### src/include/pms_pkg.sv
// Package: constants and types for the power mode and clock switch block
package pms_pkg;
	// Register indices on the plain register port
	localparam logic [1:0] PMS_OSC_CTRL_ADDR = 2'h0;
	localparam logic [1:0] PMS_OSC_CTRL2_ADDR = 2'h1;
	localparam logic [1:0] PMS_DEEP_CTRL_ADDR = 2'h2;
	localparam logic [1:0] PMS_MODE_STAT_ADDR = 2'h3;
	// Field positions
	localparam int PMS_SCS_LSB = 0;
	localparam int PMS_PRI_FLAG_BIT = 3;
	localparam int PMS_IDLE_BIT = 7;
	localparam int PMS_SEC_FLAG_BIT = 6;
	localparam int PMS_DEEP_SLEEP_ENABLE_BIT_BIT = 0;
	// Reset values
	localparam logic [1:0] PMS_SCS_RST = 2'h0;
	localparam logic PMS_IDLE_RST = 1'b0;
	localparam logic PMS_DEEP_SLEEP_ENABLE_BIT_RST = 1'b0;
	// Transition length in source edges
	localparam logic [1:0] PMS_OLD_EDGES = 2'h2;
	localparam logic [1:0] PMS_NEW_EDGES = 2'h3;

	typedef enum logic [1:0] {
		PMS_SRC_PRI = 2'b00,
		PMS_SRC_SEC = 2'b01,
		PMS_SRC_BAD = 2'b10,
		PMS_SRC_RC = 2'b11
	} pms_src_e;

	typedef enum logic [1:0] {
		PMS_RUN = 2'b00,
		PMS_IDLE = 2'b01,
		PMS_SLEEP = 2'b11,
		PMS_DEEP = 2'b10
	} pms_mode_e;

	typedef enum logic [1:0] {
		PMS_TMR_IDLE = 2'b00,
		PMS_TMR_OLD = 2'b01,
		PMS_TMR_NEW = 2'b11
	} pms_tmr_e;

	function automatic logic pms_edge(input logic [2:0] ticks, input pms_src_e src);
		logic r;
		r = 1'b0;
		case (src)
			PMS_SRC_PRI: r = ticks[0];
			PMS_SRC_SEC: r = ticks[1];
			default: r = ticks[2];
		endcase
		return r;
	endfunction
endpackage

### src/include/pms_sw_if.sv
// Interface: handshake between mode controller and transition timer
`timescale 1ns/100ps
interface pms_sw_if;
	import pms_pkg::*;
	logic start;
	pms_src_e old_src;
	pms_src_e new_src;
	logic [2:0] ticks;
	logic busy;
	logic done;
	modport ctl (output start, output old_src, output new_src, output ticks,
		input busy, input done);
	modport tmr (input start, input old_src, input new_src, input ticks,
		output busy, output done);
endinterface

### src/rtl/pms_top.sv
// Power mode controller and system clock switch with status flags
//
// Contract
// - A switch takes two old-source edges plus three to four new-source edges.
// - Primary-clock-active flag, control register bit 3, set while primary clocks device.
// - Secondary-running flag, second control register bit 6, set while secondary clocks.
// - Both flags clear while the internal RC oscillator clocks the device.
// - At most one of the two source flags is set at a time.
// - Sleep instruction is only a trigger; target mode follows the select bits.
// - Target mode uses idle and deep-sleep bits sampled at the sleep instruction.
// - Each later sleep instruction samples the bits again and enters the new mode.
// - Deep enable gives Deep Sleep, idle gives Idle, neither gives Sleep; mode codes 10/01/11.
// - Clock select field clears on every reset, back to primary source.
`timescale 1ns/100ps
module pms_top
	import pms_pkg::*;
(
	input wire logic sys_clk_i,
	input wire logic arst_n_i,
	input wire logic [1:0] reg_addr_i,
	input wire logic [7:0] reg_wdata_i,
	input wire logic reg_wr_i,
	input wire logic reg_rd_i,
	output logic [7:0] reg_rdata_o,
	input wire logic sleep_exec_i,
	input wire logic wake_i,
	input wire logic pri_tick_i,
	input wire logic sec_tick_i,
	input wire logic rc_tick_i,
	output logic [1:0] clk_src_o,
	output logic switching_o,
	output logic [1:0] pwr_mode_o,
	output logic cpu_clk_en_o,
	output logic periph_clk_en_o
);
	pms_sw_if sw ();

	pms_src_e sel_r, sel_nxt, act_r, act_nxt;
	// Target held from start, as select may be rewritten while counting
	pms_src_e tgt_r, tgt_nxt;
	pms_mode_e mode_r, mode_nxt;
	logic idle_r, idle_nxt, deep_sleep_enable_bit_r, deep_sleep_enable_bit_nxt;
	logic pri_flag_r, pri_flag_nxt, sec_flag_r, sec_flag_nxt;
	logic [7:0] rdata_r, rdata_nxt;
	logic osc_wr;
	pms_src_e wr_sel;

	assign osc_wr = reg_wr_i && (reg_addr_i == PMS_OSC_CTRL_ADDR);
	assign wr_sel = pms_src_e'(reg_wdata_i[PMS_SCS_LSB +: 2]);

	always_comb begin
		sel_nxt = sel_r;
		idle_nxt = idle_r;
		deep_sleep_enable_bit_nxt = deep_sleep_enable_bit_r;
		if (osc_wr) begin
			idle_nxt = reg_wdata_i[PMS_IDLE_BIT];
			// Reserved select code is dropped so the timer never sees it
			if (wr_sel != PMS_SRC_BAD) begin
				sel_nxt = wr_sel;
			end
		end
		if (reg_wr_i && reg_addr_i == PMS_DEEP_CTRL_ADDR) begin
			deep_sleep_enable_bit_nxt = reg_wdata_i[PMS_DEEP_SLEEP_ENABLE_BIT_BIT];
		end
	end

	// Timer is restarted for any pending difference once idle
	assign sw.start = (sel_r != act_r) && !sw.busy;
	assign sw.old_src = act_r;
	assign sw.new_src = sel_r;
	assign sw.ticks = {rc_tick_i, sec_tick_i, pri_tick_i};

	pms_switch_timer u_timer (
		.sys_clk_i(sys_clk_i),
		.arst_n_i(arst_n_i),
		.sw(sw)
	);

	always_comb begin
		act_nxt = act_r;
		tgt_nxt = tgt_r;
		if (sw.start) begin
			tgt_nxt = sel_r;
		end
		// Active source and flags move only on completion
		if (sw.done) begin
			act_nxt = tgt_r;
		end
		pri_flag_nxt = (act_nxt == PMS_SRC_PRI);
		sec_flag_nxt = (act_nxt == PMS_SRC_SEC);
	end

	always_comb begin
		mode_nxt = mode_r;
		// Bits sampled as they stand when the instruction executes
		if (sleep_exec_i) begin
			if (deep_sleep_enable_bit_r) begin
				mode_nxt = PMS_DEEP;
			end else if (idle_r) begin
				mode_nxt = PMS_IDLE;
			end else begin
				mode_nxt = PMS_SLEEP;
			end
		end else if (wake_i) begin
			mode_nxt = PMS_RUN;
		end
	end

	always_comb begin
		rdata_nxt = 8'h00;
		if (reg_rd_i) begin
			case (reg_addr_i)
				PMS_OSC_CTRL_ADDR: begin
					rdata_nxt[PMS_IDLE_BIT] = idle_r;
					rdata_nxt[PMS_PRI_FLAG_BIT] = pri_flag_r;
					rdata_nxt[PMS_SCS_LSB +: 2] = sel_r;
				end
				PMS_OSC_CTRL2_ADDR: rdata_nxt[PMS_SEC_FLAG_BIT] = sec_flag_r;
				PMS_DEEP_CTRL_ADDR: rdata_nxt[PMS_DEEP_SLEEP_ENABLE_BIT_BIT] = deep_sleep_enable_bit_r;
				PMS_MODE_STAT_ADDR: rdata_nxt[1:0] = mode_r;
				default: rdata_nxt = 8'h00;
			endcase
		end
	end

	always_ff @(posedge sys_clk_i or negedge arst_n_i) begin
		if (!arst_n_i) begin
			sel_r <= pms_src_e'(PMS_SCS_RST);
			act_r <= pms_src_e'(PMS_SCS_RST);
			tgt_r <= pms_src_e'(PMS_SCS_RST);
			idle_r <= PMS_IDLE_RST;
			deep_sleep_enable_bit_r <= PMS_DEEP_SLEEP_ENABLE_BIT_RST;
			mode_r <= PMS_RUN;
			pri_flag_r <= 1'b1;
			sec_flag_r <= 1'b0;
			rdata_r <= 8'h00;
		end else begin
			sel_r <= sel_nxt;
			act_r <= act_nxt;
			tgt_r <= tgt_nxt;
			idle_r <= idle_nxt;
			deep_sleep_enable_bit_r <= deep_sleep_enable_bit_nxt;
			mode_r <= mode_nxt;
			pri_flag_r <= pri_flag_nxt;
			sec_flag_r <= sec_flag_nxt;
			rdata_r <= rdata_nxt;
		end
	end

	assign reg_rdata_o = rdata_r;
	assign clk_src_o = act_r;
	assign switching_o = sw.busy;
	assign pwr_mode_o = mode_r;
	assign cpu_clk_en_o = (mode_r == PMS_RUN);
	assign periph_clk_en_o = (mode_r == PMS_RUN) || (mode_r == PMS_IDLE);
endmodule

### src/rtl/pms_switch_timer.sv
// Clock transition timer: counts old-source then new-source edges
`timescale 1ns/100ps
module pms_switch_timer
	import pms_pkg::*;
(
	input wire logic sys_clk_i,
	input wire logic arst_n_i,
	pms_sw_if.tmr sw
);
	pms_tmr_e state_r, state_nxt;
	logic [1:0] cnt_r, cnt_nxt;
	pms_src_e old_r, old_nxt, new_r, new_nxt;
	// Completion is flagged in the last counting cycle so the source moves with idle
	logic finish;

	always_comb begin
		state_nxt = state_r;
		cnt_nxt = cnt_r;
		old_nxt = old_r;
		new_nxt = new_r;
		finish = 1'b0;
		case (state_r)
			PMS_TMR_IDLE: begin
				if (sw.start) begin
					state_nxt = PMS_TMR_OLD;
					cnt_nxt = 2'h0;
					old_nxt = sw.old_src;
					new_nxt = sw.new_src;
				end
			end
			PMS_TMR_OLD: begin
				// Two edges of the outgoing source
				if (pms_edge(sw.ticks, old_r)) begin
					if (cnt_r == PMS_OLD_EDGES - 2'h1) begin
						state_nxt = PMS_TMR_NEW;
						cnt_nxt = 2'h0;
					end else begin
						cnt_nxt = cnt_r + 2'h1;
					end
				end
			end
			PMS_TMR_NEW: begin
				// Three edges of the incoming source, within three to four
				if (pms_edge(sw.ticks, new_r)) begin
					if (cnt_r == PMS_NEW_EDGES - 2'h1) begin
						state_nxt = PMS_TMR_IDLE;
						finish = 1'b1;
					end else begin
						cnt_nxt = cnt_r + 2'h1;
					end
				end
			end
			default: state_nxt = PMS_TMR_IDLE;
		endcase
	end

	always_ff @(posedge sys_clk_i or negedge arst_n_i) begin
		if (!arst_n_i) begin
			state_r <= PMS_TMR_IDLE;
			cnt_r <= 2'h0;
			old_r <= PMS_SRC_PRI;
			new_r <= PMS_SRC_PRI;
		end else begin
			state_r <= state_nxt;
			cnt_r <= cnt_nxt;
			old_r <= old_nxt;
			new_r <= new_nxt;
		end
	end

	assign sw.busy = (state_r != PMS_TMR_IDLE);
	assign sw.done = finish;
endmodule

### config.mk
export PLATFORM = sky130hd
export DESIGN_NAME = pms_top
export DESIGN_NICKNAME = d
export VERILOG_FILES = /design/src/include/pms_pkg.sv /design/src/include/pms_sw_if.sv /design/src/rtl/pms_top.sv /design/src/rtl/pms_switch_timer.sv
export SDC_FILE = /design/constraint.sdc
export NUM_CORES = 1
export LEC_CHECK = 0
export ABC_AREA = 1
export BUFFER_PORTS_ARGS = -buffer_cell sky130_fd_sc_hd__clkbuf_2
export CORE_UTILIZATION = 50
export DETAILED_ROUTE_END_ITERATION = 7
export HOLD_SLACK_MARGIN = 0.02
export PLACE_DENSITY = 0.74
export SLEW_MARGIN = 20
export SYNTH_ARGS = -nofsm -noshare
export SYNTH_HDL_FRONTEND = slang
export SYNTH_HIERARCHICAL = 1
export SYNTH_SLANG_ARGS = --single-unit
export TNS_END_PERCENT = 5
### constraint.sdc
create_clock -name sys_clk_i -period 2.24 [get_ports sys_clk_i]
set_clock_uncertainty 0.2 [all_clocks]
set_input_delay 0.448 -clock sys_clk_i [delete_from_list [all_inputs] [get_ports sys_clk_i]]
set_output_delay 0.448 -clock sys_clk_i [all_outputs]
set_load 0.05 [all_outputs]
==> implementation parameters <==
Parameter                              Value

Outcome
  Outcome    finished, final reports clean

Detailed routing
  Vias per std cell    around 4.8
  Iter 0 DRT Violations    22
  Detailed-route via count    approximately 1,100
  Detail-routed net length per standard cell    10.9 µm
  First drt pass iteration count    4
  Post-detailed-route count of antenna-violating nets    0
  DRC violation count after routing    0
  Aggregate routed wire length    2550 µm

Power
  Psw    about 0.00084 W
  Leakage power figure    about 0.9 nW
  Pwr/cell area    about 1200 mW/mm²
  Peak supply drop    approximately 0.92 mV
  P_int    around 0.00094 W
  Clock network power share    0.109
  Seq pwr share    0.405
  Sw frac    0.473
  Part of the power in combinational logic    0.486

Timing
  Number of endpoints failing setup at the final stage    0
  Sum Neg Setup Slack    0 ps
  Maximum operating frequency    ~0.51 GHz
  Setup slack of the critical path after layout    roughly 270 ps
  Max Transition Viols Final    0
  Slew Limit Headroom    0.584
  Final Hold Viols    0
  RSZ-0062 raised after global routing    false
  Slew @ Worst Pin    624 ps
  Final clock period utilization by the worst path    0.882
  Minimum clock period    between 1500 and 2000 ps

Synth
  Cell type with the highest aggregate area in the netlist    sky130_fd_sc_hd__dfrtp_1
  Share of the synthesized area in the top cell type    0.444
  Number of warnings reported in the yosys synthesis log    6
  Share of the yosys chip area belonging to registers    0.463
  Cell area after synthesis    ~0.0014 mm²
  Unique cell type count in the Yosys netlist    21
  Cell count after synthesis    174
  Dominant cells by area after synthesis    sky130_fd_sc_hd__dfrtp_1 44%, sky130_fd_sc_hd__nand2_1 11%, sky130_fd_sc_hd__inv_1 10%
  Number of storage elements in the synthesis netlist    25
  Per-instance average area after synthesis    7.77 µm²

CTS
  TritonCTS sink count    25
  Max clock buf depth    2
  Clock latency of the later-clocked register in the worst-skew pair    around 300 ps
  TritonCTS clock tree    yes
  Clock-pin slew of the registers on the worst-case setup and hold paths    between 100 and 150 ps
  Maximum level of the CTS H-tree    1
  Total clock buffers created by CTS    3
  Library cell used as clock root buffer    sky130_fd_sc_hd__clkbuf_4
  Post-CTS setup buffers    0

Finish
  Nets@finish    230
  Layout Cell Area excl Fill    roughly 0.0015 mm²
  Highest-count cells in the layout ignoring fill and taps    40 x sky130_fd_sc_hd__nand2_1, 36 x sky130_fd_sc_hd__inv_1, 25 x sky130_fd_sc_hd__clkbuf_2
  Fraction of final layout cells sized beyond drive strength 1    0.207
  Most frequent standard cell in the layout excluding fill and tap cells    sky130_fd_sc_hd__nand2_1
  Area overhead of the layout relative to synthesis    13.7%
  Antenna Cells    0
  Number of non-filler instances in the completed layout    between 200 and 250
  Fill cell total of the finished layout    approximately 250

Global routing
  Wire length of the first global-routing pass    4280 µm
  Maximum number of pins on one net before global-route repair    26
  Global Route Usage Sum    0.202
  Vias in the first global route    ~1,100
  Antenna violations before repair    0
  Total congestion overflow after global routing    0

Die
  DIE AREA    0.00292 mm²
  Y dimension of the die    between 50 and 60 µm
  Std cell rows    18
  Core Box Area    between 0.002 and 0.003 mm²
  Chip Width    about 54 µm
  Effective utilization at floorplan    0.536
  I/O pin count    34

Worst setup path
  Worst Setup Path Type    reg -> out
  Critical path required time    1590 ps
  Sort of element at the end of the critical path    output port
  Crit path max fanout    7
  Kind of start point of the critical path    flip-flop
  Data arrival time at the worst-slack endpoint    1330 ps
  Launch point of the critical path    u_timer/state_r[0]
  R2r startpoint    u_timer/state_r[0]

Placed design
  Post-detail-place hpwl    slightly below 2000 µm
  Placed Cells incl. Taps    roughly 230
  Standard cell area after detailed placement    0.00150 mm²
  Port Buf Inserts    25
  Minimum setup slack after placement    between 400 and 500 ps
  Gpl congestion    between 0.8 and 0.9

Hold path
  Min-Delay Startpoint    reg_wr_i
  Hold Crit Class    in -> reg

Run
  Number of violations of the max-capacitance limit    0
cells in the mapped netlist (all sizes together):
cell type / n
nand2: 47
inv: 39
dfrtp: 24
nor2: 16
nand3: 12
a21oi: 8
ha: 7
o21ai: 6
nand4: 5
buf: 3
or2: 2
a31oi: 1
conb: 1
dfstp: 1
nor3: 1
o22ai: 1
cell type report:
cell class                 count  area (µm²)  area share
clock buffer                   3        22.5      0.0146
clock inverter                 1        5.00     0.00325
inverter                      39         146      0.0952
multi-input combinational    109         564       0.367
sequential                    25         627       0.408
tap                           30        37.5      0.0244
timing repair buffer          26         135      0.0879
worst paths after layout:
check | to | slack, ps | cells past startpoint
max | switching_o | 270 | 3
min | deep_sleep_enable_bit_r | 130 | 2
max reg2reg | u_timer/cnt_r[1] | 420 | 12
min reg2reg | reg_rdata_o[3] | 280 | 2
max in group asynchronous | sel_r[1] | 970 | 2
min in group asynchronous | u_timer/state_r[1] | 470 | 2
cells by family after synthesis:
family                   after synthesis  share of synthesized area
other                                  1                    0.00277
AND/OR/NAND/NOR                       83                      0.283
buffers and inverters                 42                      0.125
adder cells (fa/ha/maj)                7                     0.0648
AO/OA/AOI/OAI                         16                     0.0611
flip-flops                            25                      0.463
power by group through the flow:
stage                     Clock [W]  Combinational [W]  Sequential [W]
after global routing       0.000225           0.000974        0.000743
after detailed placement          0           0.000861        0.000731
after CTS                  0.000207           0.000868        0.000722
after global placement            0           0.000828        0.000728
after floorplan                   0           0.000601        0.000799
final                      0.000194           0.000866        0.000722
state kept, by name (all words and copies together) (netlist names):
register	flops
u_timer/cnt_r	2
u_timer/state_r	2
sec_flag_r	1
reg_rdata_o	5
idle_r	1
u_timer/old_r	2
sel_r	2
pri_flag_r	1
deep_sleep_enable_bit_r	1
u_timer/new_r	2
clk_src_o	2
tgt_r	2
pwr_mode_o	2
per-layer routing:
metal,global-route usage,vias to the layer above,share of wire
met5,0,-,0
met4,0.0641,0,0.0079
met3,0.0254,2,0.025
met2,0.354,12,0.50
met1,0.256,519,0.47
li1,-,585,-
what timing repair did:
item | in CTS | in global routing
resized for setup | 0 | 0
endpoints found under the hold margin | 24 | 0
hold buffers | 1 | 0
through the flow:
step / util / hold slack [ps] / power (W)
floorplan: - / -47.6 / 0.00140
global placement: 0.595 / 255 / 0.00156
detailed placement: 0.595 / 258 / 0.00159
CTS: 0.610 / 121 / 0.00180
global route: 0.610 / 151 / 0.00194
finish: 0.610 / 135 / 0.00178
critical path: stages (launching register included):
cell                       delay (ps)
sky130_fd_sc_hd__dfrtp_1          480
sky130_fd_sc_hd__nor2_1           220
sky130_fd_sc_hd__inv_1             80
sky130_fd_sc_hd__clkbuf_2         240
No activity file was read; power rests on OpenSTA's default activity.
